===== src/pkg/bmf_pkg.sv =====
// Functional notes
// RULE1 - Width selects fix write and read widths.
// RULE2 - Decode width selects per five-row table.
// RULE3 - Byte order select low big, high little.
// RULE4 - Unused upper write lines are ignored.
// RULE5 - Standard mode: flag shows memory empty.
// RULE6 - Fall-through: flag shows output word valid.
// RULE7 - Standard mode: flag shows memory full.
// RULE8 - Fall-through: flag shows a free location.
// RULE9 - Offset selects plus load pick default offset.
// RULE10 - Serial input picks timing, then serial data.
// RULE11 - Half-full flag compares count to half.
// RULE12 - Parity select low non-interspersed, high interspersed.
// RULE13 - Parity only affects parallel offset loads.
// RULE14 - Interspersed parity bits 8,17,26,35 dropped.
// RULE15 - Load input picks serial or parallel programming.
// RULE16 - Load high steers strobes to offset registers.
// RULE17 - Configuration inputs stay steady after reset.
// RULE18 - Configuration latched at reset end, kept.
package bmf_pkg;
	localparam int DEPTH_LOG = 4;
	localparam int DEPTH = 16;
	localparam int HALF = 8;
	localparam int DW = 36;
	localparam int OFW = 4;
	localparam logic [DEPTH_LOG:0] HALF_CNT = 5'h08;
	localparam logic [DEPTH_LOG:0] FULL_CNT = 5'h10;
	localparam logic [OFW-1:0] DEF_OFS0 = 4'h1;
	localparam logic [OFW-1:0] DEF_OFS1 = 4'h2;
	localparam logic [OFW-1:0] DEF_OFS2 = 4'h3;
	localparam logic [OFW-1:0] DEF_OFS3 = 4'h4;
	localparam logic [OFW-1:0] DEF_OFS4 = 4'h5;
	localparam logic [OFW-1:0] DEF_OFS5 = 4'h6;
	localparam logic [OFW-1:0] DEF_OFS6 = 4'h7;
	localparam logic [OFW-1:0] DEF_OFS7 = 4'h8;
	typedef enum logic [1:0] {BMF_W36, BMF_W18, BMF_W9} bmf_width_t;
	typedef enum {BMF_RESET, BMF_RUN} bmf_state_t;
endpackage


===== src/rtl/bmf_cfg_decode.sv =====
`timescale 1ns/1ps
// Width decode of the bus-matching table.
module bmf_cfg_decode (
	input wire logic widthConfigSelect,
	input wire logic writeWidthSelect,
	input wire logic readWidthSelect,
	output bmf_pkg::bmf_width_t writeWidth,
	output bmf_pkg::bmf_width_t readWidth
);
	// Non-matching mode is always 36 in and 36 out.
	assign writeWidth = !widthConfigSelect || !writeWidthSelect ? bmf_pkg::BMF_W36 : // RULE2
		(readWidthSelect ? bmf_pkg::BMF_W9 : bmf_pkg::BMF_W18);
	assign readWidth = !widthConfigSelect || writeWidthSelect ? bmf_pkg::BMF_W36 : // RULE2
		(readWidthSelect ? bmf_pkg::BMF_W9 : bmf_pkg::BMF_W18);
endmodule


===== src/rtl/bmf_fifo_flags.sv =====
`timescale 1ns/1ps
// Configuration capture and status flags of a small bus-matching FIFO.
module bmf_fifo_flags (
	input wire logic clk,
	input wire logic nrst,
	input wire logic fullResetN,
	input wire logic widthConfigSelect,
	input wire logic writeWidthSelect,
	input wire logic readWidthSelect,
	input wire logic byteOrderSelect,
	input wire logic defaultOffsetSelLo,
	input wire logic defaultOffsetSelHi,
	input wire logic fallthroughSerialIn,
	input wire logic parityPlacementSelect,
	input wire logic offsetLoadEnable,
	input wire logic serialEnable,
	input wire logic writeEnable,
	input wire logic readEnable,
	input wire logic [35:0] dataIn,
	output logic [35:0] dataOut,
	output logic emptyFlag,
	output logic fullIndicator,
	output logic halfFullFlag,
	output logic almostEmptyFlag,
	output logic almostFullFlag,
	output logic [1:0] writeWidthCfg,
	output logic [1:0] readWidthCfg,
	output logic littleEndianCfg,
	output logic fallThroughTiming,
	output logic interspersedCfg,
	output logic serialProgCfg,
	output logic irq
);
	bmf_pkg::bmf_width_t wWidthRaw;
	bmf_pkg::bmf_width_t rWidthRaw;
	bmf_pkg::bmf_state_t state_q;
	logic [35:0] mem [bmf_pkg::DEPTH];
	logic [bmf_pkg::DEPTH_LOG-1:0] wPtr_q;
	logic [bmf_pkg::DEPTH_LOG-1:0] rPtr_q;
	logic [bmf_pkg::DEPTH_LOG:0] count_q;
	logic [bmf_pkg::OFW-1:0] emptyOfs_q;
	logic [bmf_pkg::OFW-1:0] fullOfs_q;
	logic [1:0] wWidth_q;
	logic [1:0] rWidth_q;
	logic littleEnd_q;
	logic fall_through_timing_q;
	logic ipar_q;
	logic serial_q;
	logic outValid_q;
	logic [35:0] dataOut_q;
	logic serSel_q;
	logic rdSel_q;
	logic [bmf_pkg::OFW-1:0] serShift_q;
	logic [1:0] serCnt_q;

	// Width decode is shared with other users of the same table.
	bmf_cfg_decode bmf_cfg_decode_i (
		.widthConfigSelect(widthConfigSelect),
		.writeWidthSelect(writeWidthSelect),
		.readWidthSelect(readWidthSelect),
		.writeWidth(wWidthRaw),
		.readWidth(rWidthRaw)
	);

	// Keep only the lanes that the write width uses.
	function automatic logic [35:0] maskIn(input logic [1:0] w, input logic [35:0] d);
		logic [35:0] m;
		m = d;
		if (w == 2'(bmf_pkg::BMF_W18))
			m = {18'h00000, d[17:0]};
		else if (w == 2'(bmf_pkg::BMF_W9))
			m = {27'h0000000, d[8:0]};
		return m;
	endfunction

	// Pick one of eight default offsets.
	function automatic logic [bmf_pkg::OFW-1:0] defOfs(input logic [2:0] s);
		logic [bmf_pkg::OFW-1:0] o;
		o = bmf_pkg::DEF_OFS0;
		unique case (s)
			3'h0: o = bmf_pkg::DEF_OFS0;
			3'h1: o = bmf_pkg::DEF_OFS1;
			3'h2: o = bmf_pkg::DEF_OFS2;
			3'h3: o = bmf_pkg::DEF_OFS3;
			3'h4: o = bmf_pkg::DEF_OFS4;
			3'h5: o = bmf_pkg::DEF_OFS5;
			3'h6: o = bmf_pkg::DEF_OFS6;
			3'h7: o = bmf_pkg::DEF_OFS7;
		endcase
		return o;
	endfunction

	// Decoded strobes; load high sends strobes to the offset registers.
	wire running = (state_q == bmf_pkg::BMF_RUN);
	wire ofsWrPar = running && offsetLoadEnable && writeEnable && !serial_q; // RULE16
	wire ofsWrSer = running && offsetLoadEnable && serialEnable && serial_q; // RULE16 RULE10
	wire ofsRd = running && offsetLoadEnable && readEnable; // RULE16
	wire memFull = (count_q == bmf_pkg::FULL_CNT);
	wire memEmpty = (count_q == '0);
	wire doWrite = running && !offsetLoadEnable && writeEnable && !memFull;
	wire fwftLoad = fall_through_timing_q && !memEmpty && (!outValid_q || readEnable);
	wire doRead = running && !offsetLoadEnable && !memEmpty && (fall_through_timing_q ? fwftLoad : readEnable);
	wire [35:0] wrWord = maskIn(wWidth_q, dataIn); // RULE4
	// Parity lanes are stripped only from offset loads, never from data.
	wire [35:0] parWord = ipar_q ? {1'b0, dataIn[34:27], dataIn[25:18], dataIn[16:9], dataIn[7:0], 3'h0} : // RULE14 RULE13
		{4'h0, dataIn[31:0]};
	wire [bmf_pkg::OFW-1:0] parOfs = ipar_q ? parWord[bmf_pkg::OFW+2:3] : parWord[bmf_pkg::OFW-1:0]; // RULE14
	wire [bmf_pkg::DEPTH_LOG:0] countNext = count_q + 5'(doWrite) - 5'(doRead);
	wire [bmf_pkg::DEPTH_LOG:0] freeNext = bmf_pkg::FULL_CNT - countNext;
	wire outValidNext = fall_through_timing_q ? (doRead || (outValid_q && !readEnable)) : 1'b0;

	// Configuration capture: held in reset state while full reset is low, latched at its release.
	always_ff @(posedge clk or negedge nrst)
	begin
		if (!nrst)
			state_q <= bmf_pkg::BMF_RESET;
		else
			state_q <= fullResetN ? bmf_pkg::BMF_RUN : bmf_pkg::BMF_RESET;
	end

	// Latch all straps but the default offset selects while full reset is active; frozen afterward.
	always_ff @(posedge clk or negedge nrst)
	begin
		if (!nrst)
		begin
			wWidth_q <= 2'(bmf_pkg::BMF_W36);
			rWidth_q <= 2'(bmf_pkg::BMF_W36);
			littleEnd_q <= 1'b0;
			fall_through_timing_q <= 1'b0;
			ipar_q <= 1'b0;
			serial_q <= 1'b0;
		end
		else if (!fullResetN)
		begin
			wWidth_q <= 2'(wWidthRaw); // RULE1 RULE18
			rWidth_q <= 2'(rWidthRaw); // RULE1 RULE18
			littleEnd_q <= byteOrderSelect; // RULE3
			fall_through_timing_q <= fallthroughSerialIn; // RULE10
			ipar_q <= parityPlacementSelect; // RULE12
			serial_q <= !offsetLoadEnable; // RULE15
		end
	end

	// Offset registers: defaults at reset, then serial or parallel loads in turn.
	always_ff @(posedge clk or negedge nrst)
	begin
		if (!nrst)
		begin
			emptyOfs_q <= bmf_pkg::DEF_OFS0;
			fullOfs_q <= bmf_pkg::DEF_OFS0;
			serSel_q <= 1'b0;
			rdSel_q <= 1'b0;
			serShift_q <= '0;
			serCnt_q <= '0;
		end
		else if (!fullResetN)
		begin
			emptyOfs_q <= defOfs({offsetLoadEnable, defaultOffsetSelHi, defaultOffsetSelLo}); // RULE9
			fullOfs_q <= defOfs({offsetLoadEnable, defaultOffsetSelHi, defaultOffsetSelLo}); // RULE9
			serSel_q <= 1'b0;
			rdSel_q <= 1'b0;
			serShift_q <= '0;
			serCnt_q <= '0;
		end
		else
		begin
			if (ofsWrPar)
			begin
				if (serSel_q)
					fullOfs_q <= parOfs;
				else
					emptyOfs_q <= parOfs;
				serSel_q <= !serSel_q;
			end
			else if (ofsWrSer)
			begin
				serShift_q <= {serShift_q[bmf_pkg::OFW-2:0], fallthroughSerialIn}; // RULE10
				serCnt_q <= serCnt_q + 2'h1;
				if (serCnt_q == 2'h3)
				begin
					if (serSel_q)
						fullOfs_q <= {serShift_q[bmf_pkg::OFW-2:0], fallthroughSerialIn};
					else
						emptyOfs_q <= {serShift_q[bmf_pkg::OFW-2:0], fallthroughSerialIn};
					serSel_q <= !serSel_q;
				end
			end
			if (ofsRd)
				rdSel_q <= !rdSel_q;
		end
	end

	// Memory array write; stored words are never touched by the parity setting.
	always_ff @(posedge clk)
	begin
		if (doWrite)
			mem[wPtr_q] <= wrWord; // RULE13
	end

	// Pointers, count and output register.
	always_ff @(posedge clk or negedge nrst)
	begin
		if (!nrst)
		begin
			wPtr_q <= '0;
			rPtr_q <= '0;
			count_q <= '0;
			outValid_q <= 1'b0;
			dataOut_q <= '0;
		end
		else if (!fullResetN)
		begin
			wPtr_q <= '0;
			rPtr_q <= '0;
			count_q <= '0;
			outValid_q <= 1'b0;
			dataOut_q <= '0;
		end
		else
		begin
			if (doWrite)
				wPtr_q <= wPtr_q + 4'h1;
			if (doRead)
				rPtr_q <= rPtr_q + 4'h1;
			count_q <= countNext;
			outValid_q <= outValidNext;
			if (doRead)
				dataOut_q <= mem[rPtr_q];
			else if (ofsRd)
				dataOut_q <= {32'h00000000, rdSel_q ? fullOfs_q : emptyOfs_q};
		end
	end

	// Registered flags, active low except irq, computed from the next-state count and next output-valid state.
	always_ff @(posedge clk or negedge nrst)
	begin
		if (!nrst)
		begin
			emptyFlag <= 1'b0;
			fullIndicator <= 1'b1;
			halfFullFlag <= 1'b1;
			almostEmptyFlag <= 1'b0;
			almostFullFlag <= 1'b1;
			irq <= 1'b0;
		end
		else if (!fullResetN)
		begin
			emptyFlag <= fallthroughSerialIn;
			fullIndicator <= !fallthroughSerialIn;
			halfFullFlag <= 1'b1;
			almostEmptyFlag <= 1'b0;
			almostFullFlag <= 1'b1;
			irq <= 1'b0;
		end
		else
		begin
			emptyFlag <= fall_through_timing_q ? !outValidNext : (countNext != '0); // RULE5 RULE6
			fullIndicator <= fall_through_timing_q ? (countNext == bmf_pkg::FULL_CNT) : // RULE8
				(countNext != bmf_pkg::FULL_CNT); // RULE7
			halfFullFlag <= !(countNext > bmf_pkg::HALF_CNT); // RULE11
			almostEmptyFlag <= (countNext >= 5'(emptyOfs_q));
			almostFullFlag <= (freeNext > 5'(fullOfs_q));
			irq <= (countNext > bmf_pkg::HALF_CNT);
		end
	end

	// Straight copies of the output register and the captured configuration to the outputs.
	assign dataOut = dataOut_q;
	assign writeWidthCfg = wWidth_q;
	assign readWidthCfg = rWidth_q;
	assign littleEndianCfg = littleEnd_q;
	assign fallThroughTiming = fall_through_timing_q;
	assign interspersedCfg = ipar_q;
	assign serialProgCfg = serial_q;

	a_cfg_stable: assert property (@(posedge clk) disable iff (!nrst)
		(fullResetN && $past(fullResetN)) |-> $stable(fall_through_timing_q) && $stable(wWidth_q)) // RULE18
		else $error("Configuration changed after reset.");
	a_std_empty: assert property (@(posedge clk) disable iff (!nrst)
		(running && fullResetN && !fall_through_timing_q) |=> (emptyFlag == (count_q != '0))) // RULE5
		else $error("Empty flag wrong in standard mode.");
	a_std_full: assert property (@(posedge clk) disable iff (!nrst)
		(running && fullResetN && !fall_through_timing_q) |=> (fullIndicator == (count_q != bmf_pkg::FULL_CNT))) // RULE7
		else $error("Full flag wrong in standard mode.");
	a_ft_valid: assert property (@(posedge clk) disable iff (!nrst)
		(running && fullResetN && fall_through_timing_q) |=> (emptyFlag == !outValid_q)) // RULE6
		else $error("Output valid flag wrong.");
	a_ft_space: assert property (@(posedge clk) disable iff (!nrst)
		(running && fullResetN && fall_through_timing_q) |=> (fullIndicator == (count_q == bmf_pkg::FULL_CNT))) // RULE8
		else $error("Input space flag wrong.");
	a_half_full: assert property (@(posedge clk) disable iff (!nrst)
		running |=> (halfFullFlag == !(count_q > bmf_pkg::HALF_CNT))) // RULE11
		else $error("Half-full flag wrong.");
	a_load_steer: assert property (@(posedge clk) disable iff (!nrst)
		(running && fullResetN && offsetLoadEnable) |=> $stable(wPtr_q) && $stable(rPtr_q)) // RULE16
		else $error("Data pointer moved during offset access.");
	a_narrow_ignore: assert property (@(posedge clk) disable iff (!nrst)
		(doWrite && wWidth_q == 2'(bmf_pkg::BMF_W9)) |-> (wrWord[35:9] == '0)) // RULE4
		else $error("Unused write lanes leaked.");
	a_width_decode: assert property (@(posedge clk) disable iff (!nrst)
		(!fullResetN && !widthConfigSelect) |=> (wWidth_q == 2'(bmf_pkg::BMF_W36))) // RULE2
		else $error("Width decode wrong.");
	c_fill: cover property (@(posedge clk) disable iff (!nrst) running && memFull);
	c_ft_read: cover property (@(posedge clk) disable iff (!nrst) fall_through_timing_q && doRead);
	c_par_load: cover property (@(posedge clk) disable iff (!nrst) ofsWrPar && ipar_q);
	c_ser_load: cover property (@(posedge clk) disable iff (!nrst) ofsWrSer);
endmodule


===== config.mk =====
export PLATFORM = sky130hd
export DESIGN_NAME = bmf_fifo_flags
export DESIGN_NICKNAME = d
export VERILOG_FILES = /design/src/pkg/bmf_pkg.sv /design/src/rtl/bmf_cfg_decode.sv /design/src/rtl/bmf_fifo_flags.sv
export SDC_FILE = /design/constraint.sdc
export NUM_CORES = 1
export LEC_CHECK = 0
export BUFFER_PORTS_ARGS = -buffer_cell sky130_fd_sc_hd__buf_2
export CORE_MARGIN = 4
export CORE_UTILIZATION = 55
export DETAILED_ROUTE_END_ITERATION = 10
export PLACE_DENSITY = 0.8
export SYNTH_ARGS = -nofsm -noshare
export SYNTH_HDL_FRONTEND = slang
export SYNTH_SLANG_ARGS = --single-unit

===== constraint.sdc =====
create_clock -name clk -period 10.8 [get_ports clk]
set_input_delay 1.08 -clock clk [delete_from_list [all_inputs] [get_ports clk]]
set_output_delay 1.08 -clock clk [all_outputs]
set_load 0.02 [all_outputs]

Word level (Yosys, flattened, before mapping). Memory sizes are Yosys's and may differ from the RTL's. Index checks and enable logic that the tools add are counted.

$add $sub $neg: 6. Magnitude comparators: 3. Equality and inequality tests: 19. Muxes and demuxes: 54. Reduce and logical (&&, ||, !) cells: 37.

Operator list (count): two-way mux 36 bit (5); two-way mux 4 bit (18); two-way mux 1 bit (20); logical AND 1 bit (14); zero test 1 bit (13); two-way mux 2 bit (6); equality test 5 bit (second input constant) (2); two-way mux 3 bit (3); != test 3 x 1 -> 1 bit (second input constant) (3); adder 4 x 1 -> 4 bit (second input constant) (2); != test 2 x 1 -> 1 bit (second input constant) (4); != test 4 bit (second input constant) (2); AND reduction 4 bit (2); two-way mux 7 bit (1); != test 3 bit (second input constant) (2); adder 5 x 1 -> 5 bit (1); greater-or-equal comparator 5 x 4 -> 1 bit (1); greater-than comparator 5 x 4 -> 1 bit (1); greater-than comparator 5 x 4 -> 1 bit (second input constant) (1); zero test 5 bit (1); two-way mux 5 bit (1); != test 5 bit (second input constant) (1); nonzero test 5 bit (1); subtractor 5 x 1 -> 5 bit (1); other kinds (8) (13).

Bits in registers: 80. Bits in writable memories: 576. Memory bits (read-only): 64. Output and inout port bits: 50. Logic and storage cells: 146. Memories: 3.

Memory list: mem (depth 16, width 36, read ports 1, clocked after Yosys merged registers in 0, write ports 1, line bmf_fifo_flags.sv:37) `logic [35:0] mem [bmf_pkg::DEPTH];`; (name not given) (depth 8, width 4, read ports 1, clocked after Yosys merged registers in 0, write ports 0, line bmf_fifo_flags.sv:80) `unique case (s)`; (name not given) (depth 8, width 4, read ports 1, clocked after Yosys merged registers in 0, write ports 0, line bmf_fifo_flags.sv:80).

Depth between registers and ports, before layout. Gate-level depths: netlist (run 1).

Word-level depth: 11. Gate-level depth with buffers: 19. Depth with buffers taken out: 18.

Cells and area by module. From an unflattened synthesis (run 1), not the netlist that was laid out.

Cells, all modules: 1250. Area, all modules: 25809.8 µm².

Modules (own cells, without submodules): bmf_fifo_flags (instances 1, cells each 1246, area each 25772.2 µm², seq. area each 19304.8 µm²); bmf_cfg_decode (instances 1, cells each 4, area each 37.5 µm², seq. area each 0.0 µm²).

Worst setup path before layout (run 1). Ideal clock, no wire load.

Path kind: in2reg. Start: input offsetLoadEnable. End: memory mem[3][0] (enable). Library setup time: 0.519 ns. Arrival: 5.417 ns. Setup slack: 4.863 ns. Cell stages on the path: 5. Buffers on the path: 1. Cells stage by stage: buf_2 > nand2b_4 > a311oi_4 > inv_1 > nor4_1.

Word-level cells in the longest chain between the ends: 6.

Ends and longest elaborated chain: from (decl) (line bmf_fifo_flags.sv:15) `input wire logic offsetLoadEnable,`; zero test 1 bit (line bmf_fifo_flags.sv:100) `wire doWrite = running && !offsetLoadEnable && writeEnable && !memFull;`; logical AND 1 bit (3 in a row) (line bmf_fifo_flags.sv:100); two-way mux 1 bit (line bmf_fifo_flags.sv:196) `if (doWrite)`; two-way mux 1 bit (not written as such) (line bmf_fifo_flags.sv:197) `mem[wPtr_q] <= wrWord;`; to (decl) (line bmf_fifo_flags.sv:37).

Every way passes these cells.

Final worst setup path (run 1).
Start: input offsetLoadEnable. End: register almostFullFlag.

Word-level cells in the longest chain between the ends: 9. Elaborated cells on any way between the ends: 11. Classes of those cells: add/sub (3); order compare (1); mux (1); reduce/logical (6).

Ends and longest elaborated chain: zero test 1 bit (*) (line bmf_fifo_flags.sv:100, bmf_fifo_flags.sv:102); logical AND 1 bit (*) (line bmf_fifo_flags.sv:100, bmf_fifo_flags.sv:102); logical AND 1 bit (2 in a row) (line bmf_fifo_flags.sv:100); adder 5 x 1 -> 5 bit (line bmf_fifo_flags.sv:108) `wire [bmf_pkg::DEPTH_LOG:0] countNext = count_q + 5'(doWrite) - 5'(doRead);`; subtractor 5 x 1 -> 5 bit (*) (line bmf_fifo_flags.sv:108); subtractor 5 bit (*) (line bmf_fifo_flags.sv:109) `wire [bmf_pkg::DEPTH_LOG:0] freeNext = bmf_pkg::FULL_CNT - countNext;`; greater-than comparator 5 x 4 -> 1 bit (*) (line bmf_fifo_flags.sv:262) `almostFullFlag <= (freeNext > 5'(fullOfs_q));`; two-way mux 1 bit (*) (line bmf_fifo_flags.sv:246) `else if (!fullResetN)`; to (signal assigned) (line bmf_fifo_flags.sv:262); to (decl) (line bmf_fifo_flags.sv:25) `output logic almostFullFlag,`.

Mark *: on every way between the ends. The rest lies on a longest branch, timed or not. A chain may end at the register's enable or synchronous reset.

==> qor.yml, run 1 <==
clocking:
  ctsResizeCount: 0
  path_clk_slew_ps: 60
  numCtsBuffers: 61
  cts_buffer_depth: 3
  insertion_delay_ps: 630
  cts_tree: "built"
  h-tree-depth: 2
  root_buffer: "clkbuf_16"
  clock-sinks: 656
  hold_buffers: 0
  post_cts_buffers: 0
global_route:
  grt_pass1_vias: 13200
  grt_first_pass_wirelength_um: 84300
  grt_max_degree: 111
  globalRouteOverflowTotal: 0
  grt_use_total: 0.226
  antenna_found_initial: 2
die:
  coreArea_mm2: 0.0465
  dieArea_mm2: 0.0503
  die_y_um: 224
  die_w_um: 224
  initial_core_util: 0.554
  num_io_pins: 101
  num_rows: 79
yosys:
  ys_seq_elements: 656
  syn-cell-area_mm2: 0.0258
  synth.most_common_cell: "edfxtp_1"
  synth_area_leader_cell: "edfxtp_1"
  synth.distinct_cells: 42
  ys_top_cells_by_area: "edfxtp_1 (67%), mux4_2 (13%), dfrtp_1 (7.3%)"
  netlist.area_leader.share: 0.672
  postSynth.asyncResetShare: 0.122
  syn-num-nets: 1326
  yosys_warnings: 0
  synth_enable_flop_cells: 576
  synth.yosys.seq_area_share: 0.750
  syn_area_per_cell_um2: 20.6
  synth_common_cells: "edfxtp_1 (576), mux4_2 (144), mux2i_1 (89), dfrtp_1 (75), nand2_1 (45)"
  syn_inst: 1249
  synth_flop_cell: "edfxtp_1"
sta:
  setup_violations: 0
  rsz0062_at_grt: "false"
  max-slew-margin-rel: 0.277
  drv_slew: 0
  final.period_utilization: 0.382
  worst_pin_slew_ps: 1080
  hold_violations: 0
  period_needed_ps: 4130
  clock_skew_ps: 31.1
  fin_tns_setup_ps: 0
  clock.fmax_mhz: 242
cells_and_area:
  drive_gt1_frac: 0.278
  fin_util: 0.625
  antenna_cells: 0
  area_growth_pct: 12.8
  final_net_count: 1452
  final_area_mm2: 0.0290
flow_run:
  drv_cap: 0
route:
  antenna_left: 0
  drc: 0
  routedWlPerCell_um: 27.8
  dr.first_iter.drc_count: 1590
  wl_um: 56600
  dr_total_vias: 12800
  vias_per_cell: 6.30
  dr.pass1.iters: 5
setup_path:
  startpoint_type: "input port"
  cp.required_ps: 11310
  rrSetupSlack_ps: 6730
  cp_max_fo: 8
  crit_arrival_ps: 4640
  crit_path_end_kind: "flop"
  crit_type: "in -> reg"
hold_path:
  hold_class: "reg -> reg"
status:
  status: "completed"
power:
  leakage_nw: 9.60
  p_per_area_mw_per_mm2: 191
  vdd_ir_drop_max_mv: 0.180
placed_design:
  dp_hpwl_um: 26600
  gp_congestion: 0.745
  port_buffers: 100
  postPlaceCellArea_mm2: 0.0271
## metrics by stage
stage | setup WS (ps) | cells | power (W) | hold slack [ps]
final | 6670 | 2032 | 0.00555 | 488
after global routing | 6400 | 2032 | 0.00577 | 507
after CTS | 6690 | 2032 | 0.00559 | 483
after detailed placement | 6070 | 1919 | 0.00349 | 469
after global placement | 6150 | 1919 | 0.00347 | 466
after floorplan | 4860 | 1249 | 0.00332 | 503
## final timing paths
check                      cells after the start                     endpoint                         from
setup reg to reg                              16     almostFullFlag$_DFF_PN1_         count_q[2]$_DFF_PN0_
hold / removal                                 1  readWidthCfg[1]$_DFFE_PN0N_  readWidthCfg[1]$_DFFE_PN0N_
max in group asynchronous                      2        rPtr_q[0]$_DFFE_PN0P_                         nrst
setup / recovery                              16     almostFullFlag$_DFF_PN1_             offsetLoadEnable
min in group asynchronous                      1      dataOut[30]$_DFFE_PN0P_                         nrst
hold reg to reg                                1  readWidthCfg[1]$_DFFE_PN0N_  readWidthCfg[1]$_DFFE_PN0N_
## flip-flops by register name, summed over array words and instances, names as in the netlist, 2 cells and up
signal	flops
count_q	5
dataOut	36
emptyOfs_q	4
fullOfs_q	4
mem	576
rPtr_q	4
readWidthCfg	2
serCnt_q	2
serShift_q	3
wPtr_q	4
writeWidthCfg	2
## power breakdown
part           internal, W  switching, W  leakage (nW)
Combinational     0.000232      0.000329          2.39
Sequential         0.00283     0.0000458          6.26
Clock              0.00119      0.000921         0.958
Total              0.00426       0.00130          9.60
## layout make-up
cell class                      count  area [um^2]
Clock buffer                       88         1700
Inverter                           30          113
Fill cell                        3060        17400
Tap cell                          607          759
Multi-Input combinational cell    502         6180
Sequential cell                   656        19300
Clock inverter                     25          275
Timing Repair Buffer              124          696
## critical path, cell delays in order
cell and delay (ps):
buf_2 150, nand2b_4 180, a311oi_4 510, inv_1 250, ha_1 350, inv_1 60, ha_1 160, inv_1 60
fa_1 500, ha_1 320, ha_1 290, nor2b_1 130, o21a_1 180, o21a_1 170, o21ai_0 160, nand3b_1 90
## cells in the final DEF (no fill, tap or decap), drive strengths merged, types with 2 or more instances in the layout
master,instances
inv,31
xor2,3
dfrtp,75
a21oi,8
bufinv,4
nand2,45
ha,25
edfxtp,576
and2,41
o221ai,32
buf,124
nand4,4
mux2i,89
xnor2,14
nand3b,2
o21a,2
clkbuf,88
nor2b,11
nand3,7
clkinvlp,2
a21o,3
nor4,4
mux2,10
dfstp,5
mux4,144
a32o,2
nand2b,5
o21ai,15
nor2,14
clkinv,18
a221oi,4
nor3,9
## per-layer routing
layer  GRT usage  vias to the layer above  share of wire
met3      0.0390                       88          0.091
met5           0                        -        0.00012
met4      0.0621                        2          0.022
met2       0.362                      688           0.50
met1       0.331                     6711           0.39
li1            -                     5307              -
## logic make-up after synthesis
family,synth area share
muxes,0.165
DFF,0.750
AOI/OAI and AO/OA,0.0223
adders and majority gates,0.0129
and+or+nand+nor,0.0293
xor gates and xnor gates,0.00578
buffers and inverters,0.0151
(Power assumes the default switching activity.)
==> inputs of run 2 (changes only) <==
Clock period 10.8 ns to 4.2 ns, I/O delays scaled along.
==> run 2 against run 1 <==
Net effect: final area increased by 1.3%; sequential power rose to 2.6 times the previous value; clock skew rose by 3.1 ps; critical path depth shrank 1; utilization up 0.81 points; sequential share of layout area down 0.85 points; clock-buffer cell count increased by 13; first-iteration DRC count is 6.0% higher; critical endpoint unchanged; largest cell class unchanged.
==> qor.yml, run 2 (synthesized netlist as in run 1, its figures left out) <==
die:
  num_io_pins: 101  # unchanged
  die_w_um: 224  # unchanged
  num_rows: 79  # unchanged
  die_y_um: 224  # unchanged
  initial_core_util: 0.554  # unchanged
  coreArea_mm2: 0.0465  # unchanged
  dieArea_mm2: 0.0503  # unchanged
placed_design:
  port_buffers: 100  # unchanged
  place_inst: 1934  # +0.78%
  gp_congestion: 0.770  # +3.3%
  place_worst_setup_slack_ps: 447  # -5620 ps
  dp_hpwl_um: 29500  # +11%
sta:
  max-slew-margin-rel: 0.227  # -0.0502
  setup_slack_ps: 546  # -6120 ps
  clock_skew_ps: 34.1  # +3.05 ps
  setup_violations: 0  # unchanged
  fin_tns_setup_ps: 0  # unchanged
  worst_pin_slew_ps: 1160  # +74.0 ps
  period_needed_ps: 3650
  rsz0062_at_grt: "false"
  hold_violations: 0  # unchanged
  clock.fmax_mhz: 274
  final.period_utilization: 0.870
  drv_slew: 0  # unchanged
hold_path:
  whs_path_depth: 2  # +1
  hp-start: "byteOrderSelect"
  hold_end: "littleEndianCfg$_DFFE_PN0N_"
  hold_class: "in -> reg"
setup_path:
  r2r_start: "count_q[1]$_DFF_PN0_"
  startpoint_type: "flop"
  cp_num_buf_inv: 3  # -1
  crit_type: "reg -> reg"
  slowest_delay_ps: 570  # +60 ps
  crit_path_end_kind: "flop"
  cp.required_ps: 4680  # -6630 ps
  slowest_stage: "fa_1"
  path_cells: "nor2_1 > a311oi_4 > inv_1 > ha_1 > inv_1 > ha_1 > inv_1 > fa_1 > ha_1 > ha_1 > nor2b_1 > o21a_1 > o21a_1 > o21ai_0 > nand3b_1"
  rrSetupSlack_ps: 550  # -6180 ps
  cp_max_fo: 5  # -3
  crit_arrival_ps: 4140  # -500 ps
  crit_top_cell: "ha_1"
  rr_worst_depth: 15  # -1
  path_delay_family: "adder cells"
  rr_endpoint: "almostFullFlag$_DFF_PN1_"
clocking:
  h-tree-depth: 3  # +1
  clock-sinks: 656  # unchanged
  ctsResizeCount: 0  # unchanged
  cts_buffer_depth: 3  # unchanged
  numCtsBuffers: 66  # +8.2%
  path_clk_slew_ps: 60  # about the same
  root_buffer: "clkbuf_16"
  insertion_delay_ps: 600  # -30 ps
  cts_tree: "built"
  post_cts_buffers: 0  # unchanged
route:
  dr.first_iter.drc_count: 1686  # +6.0%
  dr.pass1.iters: 7  # +2
  vias_per_cell: 6.21  # -1.4%
  antenna_left: 0  # unchanged
  dr_total_vias: 12800  # -0.23%
  drc: 0  # unchanged
  routedWlPerCell_um: 27.2  # -2.1%
  wl_um: 56000  # -0.99%
global_route:
  globalRouteOverflowTotal: 0  # unchanged
  antenna_found_initial: 1  # -1
  grt_max_degree: 61  # -45%
  grt_first_pass_wirelength_um: 85300  # +1.1%
  grt_use_total: 0.227  # +0.000526
  grt_pass1_vias: 13600  # +3.5%
cells_and_area:
  ff_latch_area_mm2: 0.0193  # unchanged
  area_growth_pct: 14.2
  mostFrequentLayoutCells: "edfxtp_1 (576), mux4_2 (144), buf_2 (99)"
  largest_reg_flops: 576  # unchanged
  final_net_count: 1473  # +1.4%
  top_register: "mem"
  drive_gt1_frac: 0.290  # +0.0122
  final_common_cell: "edfxtp_1"
  multi_input_area_mm2: 0.00619  # about the same
  fillers: 3007  # -1.7%
  fin_cells: 2056  # +1.2%
power:
  leakage_nw: 9.79  # +2.0%
  p_per_area_mw_per_mm2: 500  # +160%
  total_power_w: 0.0147  # +170%
  vdd_ir_drop_max_mv: 0.381  # +110%
status:
  status: "completed"
flow_run:
  drv_cap: 0  # unchanged
[run 2: cell count changes in the layout (fill, tap and decap cells not counted), moves of 2 or more]
cell        change
clkinv_2        -3
nor3_2          -2
clkbuf_8        +6
clkinvlp_2      -2
buf_4          +10
nor3_4          +2
clkbuf_16       +6
clkinv_1        -3
buf_12          +5
[run 2: what timing repair did]
item	in CTS	in global routing
hold buffers	1	0
endpoints found under the hold margin	49	0
endpoints found under the setup margin	0	0
[run 2: power by group]
| part | switching [W] | internal [W] |
|---|---|---|
| Clock | 0.00244 | 0.00340 |
| Sequential | 0.000135 | 0.00729 |
| Combinational | 0.000847 | 0.000613 |
[run 2: final cells by class]
cell class              count  area share
diodes                      1   0.0000851
clock buffers             101      0.0658
clock inverters            19     0.00770
inverters                  30     0.00383
multi-input cells         502       0.210
flip-flops and latches    656       0.657
well taps                 607      0.0258
repair buffers            140      0.0299
[run 2: through the flow]
step            util  area (um^2)  hold slack [ps]
2_1_floorplan      -        25800              124
3_3_place_gp   0.586        27200              468
3_5_place_dp   0.586        27200              472
4_1_cts        0.633        29400             68.7
5_1_grt        0.633        29400             76.8
6_report       0.633        29400             95.1
[run 2: how the worst max path moves through the flow]
stage	slack [ps]	from	to	depth (start not counted)
global route	300	count_q[1]$_DFF_PN0_	almostFullFlag$_DFF_PN1_	15
global placement	540	offsetLoadEnable	almostFullFlag$_DFF_PN1_	16
finish	550	count_q[1]$_DFF_PN0_	almostFullFlag$_DFF_PN1_	15
detailed placement	450	offsetLoadEnable	almostFullFlag$_DFF_PN1_	16
floorplan	-1080	offsetLoadEnable	mem[3][0]$_DFFE_PP_	5
CTS	550	count_q[1]$_DFF_PN0_	almostFullFlag$_DFF_PN1_	15
[run 2: routing by layer]
| metal | vias to the layer above | GRT usage | wire length, um |
|---|---|---|---|
| met5 | - | 0 | 0 |
| met1 | 6703 | 0.320 | 22100 |
| met3 | 107 | 0.0454 | 4430 |
| li1 | 5369 | - | - |
| met2 | 588 | 0.366 | 27900 |
| met4 | 0 | 0.0692 | 1600 |
==> inputs of run 3 (changes only) <==
Clock period 4.2 ns to 4.7 ns, I/O delays scaled along.
==> run 3 against run 2 <==
Net effect: the run now ends with hold timing left; flip-flop and latch count unchanged; sequential share of layout area up 0.20 points; power down 12%; fmax down 11%; final area down 0.31%; cell count up 0.19%; register-to-register slack better by 70 ps; die area unchanged; setup slack better by 70 ps.
==> qor.yml, run 3 (synthesized netlist as in run 1, its figures left out) <==
status:
  status: "finished with violations"
  violations: "hold timing"
flow_run:
  drv_cap: 0  # unchanged
sta:
  rsz0062_at_grt: "false"
  clock_skew_ps: 27.4  # -6.69 ps
  setup_violations: 0  # unchanged
  drv_slew: 0  # unchanged
  hold_violations: 1  # +1
  final.period_utilization: 0.869  # -0.00115
  clock.fmax_mhz: 245  # -11%
  period_needed_ps: 4080  # +430 ps
  worst_pin_slew_ps: 1110  # -45.7 ps
  hold_slack_ps: -2.53  # -97.7 ps
  max-slew-margin-rel: 0.252  # +0.0252
route:
  drc: 0  # unchanged
  dr.pass1.iters: 5  # -2
  antenna_left: 0  # unchanged
  routedWlPerCell_um: 27.6  # +1.3%
  dr.first_iter.drc_count: 1482  # -12%
  wl_um: 56800  # +1.5%
  vias_per_cell: 6.24  # +0.54%
  dr_total_vias: 12900  # +0.74%
clocking:
  insertion_delay_ps: 600  # about the same
  cts_tree: "built"
  h-tree-depth: 3  # unchanged
  numCtsBuffers: 66  # unchanged
  hold_buffers: 0  # -1
  path_clk_slew_ps: 60  # about the same
  clock-sinks: 656  # unchanged
  root_buffer: "clkbuf_16"
  cts_buffer_depth: 3  # unchanged
  post_cts_buffers: 0  # unchanged
  ctsResizeCount: 0  # unchanged
die:
  num_io_pins: 101  # unchanged
  initial_core_util: 0.554  # unchanged
  num_rows: 79  # unchanged
  dieArea_mm2: 0.0503  # unchanged
  coreArea_mm2: 0.0465  # unchanged
  die_w_um: 224  # unchanged
  die_y_um: 224  # unchanged
cells_and_area:
  mostFrequentLayoutCells: "edfxtp_1 (576), mux4_2 (144), buf_2 (99)"
  final_area_mm2: 0.0293  # -0.31%
  fillers: 3046  # +1.3%
  fin_cells: 2060  # +0.19%
  final_net_count: 1473  # unchanged
  drive_gt1_frac: 0.292  # +0.00167
  top_register: "mem"
  largest_reg_flops: 576  # unchanged
  area_growth_pct: 13.9
  final_common_cell: "edfxtp_1"
placed_design:
  port_buffers: 100  # unchanged
  postPlaceCellArea_mm2: 0.0272  # about the same
  place_inst: 1935  # +0.052%
  dp_hpwl_um: 29900  # +1.5%
  gp_congestion: 0.776  # +0.77%
setup_path:
  path_delay_family: "adder cells"
  cp.required_ps: 5200  # +520 ps
  slowest_delay_ps: 590  # +20 ps
  startpoint_type: "flop"
  path_cells: "nor2_1 > a311oi_4 > inv_1 > ha_1 > inv_1 > ha_1 > inv_1 > fa_1 > xnor2_1 > xnor2_1 > ha_1 > o21a_1 > o21a_1 > o21ai_0 > nand3b_1"
  cp_max_fo: 8  # +3
  slowest_stage: "a311oi_4"
  cp_num_buf_inv: 3  # unchanged
  crit_path_end_kind: "flop"
  crit_type: "reg -> reg"
  crit_arrival_ps: 4580  # +440 ps
global_route:
  grt_pass1_vias: 13700  # +0.57%
  globalRouteOverflowTotal: 0  # unchanged
  grt_max_degree: 61  # unchanged
  grt_use_total: 0.230  # +0.00353
  grt_first_pass_wirelength_um: 86200  # +1.0%
  antenna_found_initial: 2  # +1
hold_path:
  hold_class: "in -> async"
power:
  p_per_area_mw_per_mm2: 443  # -11%
  leakage_nw: 9.75  # -0.38%
  vdd_ir_drop_max_mv: 0.288  # -24%
run 3: cell type report:
type                    instances  area, um^2  area share
clock inverters                33         263     0.00896
well taps                     607         759      0.0259
repair buffers                140         866      0.0295
flip-flops and latches        656       19300       0.659
diodes                          3        7.51    0.000256
inverters                      30         113     0.00384
clock buffers                  89        1830      0.0624
multi-input cells             502        6170       0.210
run 3: final timing paths:
path	slack [ps]	endpoint	depth (start not counted)	start
worst max register to register	620	almostFullFlag$_DFF_PN1_	15	count_q[1]$_DFF_PN0_
worst min-delay path	-3	serShift_q[2]$_DFFE_PN0P_	1	nrst
worst min register to register	480	readWidthCfg[0]$_DFFE_PN0N_	1	readWidthCfg[0]$_DFFE_PN0N_
worst max-delay path	620	almostFullFlag$_DFF_PN1_	15	count_q[1]$_DFF_PN0_
min in group clk	120	littleEndianCfg$_DFFE_PN0N_	2	byteOrderSelect
max in group asynchronous	3700	halfFullFlag$_DFF_PN1_	2	nrst
run 3: worst reg2reg max path, delay by kind of cell (launching register included):
family          cells  cell delay, ps
fa+ha+maj           4            1210
flops               1             490
buf+inv             3             420
xor+xnor            2             600
simple gates        2             220
compound gates      4            1050
run 3: metrics by stage:
| stage | util | setup TNS, ps | setup slack, ps | power [W] | hold slack [ps] |
|---|---|---|---|---|---|
| finish | 0.631 | 0 | 616 | 0.0130 | -2.53 |
| detailed placement | 0.586 | 0 | 551 | 0.00805 | 472 |
| CTS | 0.631 | 0 | 651 | 0.0131 | 20.8 |
| global placement | 0.586 | 0 | 658 | 0.00798 | 469 |
| floorplan | - | -90230 | -627 | 0.00763 | 174 |
| global route | 0.631 | 0 | 352 | 0.0135 | 71.3 |
run 3: routing by layer:
| layer | track usage | wire length [um] | up-vias | part of all wire |
|---|---|---|---|---|
| li1 | - | - | 5374 | - |
| met1 | 0.314 | 21500 | 6743 | 0.38 |
| met2 | 0.377 | 28800 | 645 | 0.51 |
| met3 | 0.0469 | 5060 | 99 | 0.089 |
| met4 | 0.0814 | 1430 | 0 | 0.025 |
| met5 | 0 | 0 | - | 0 |
run 3: power by group:
group | switching, W | internal [W] | leakage, nW
registers | 0.000121 | 0.00651 | 6.26
logic | 0.000768 | 0.000542 | 2.48
clock network | 0.00217 | 0.00287 | 1.02
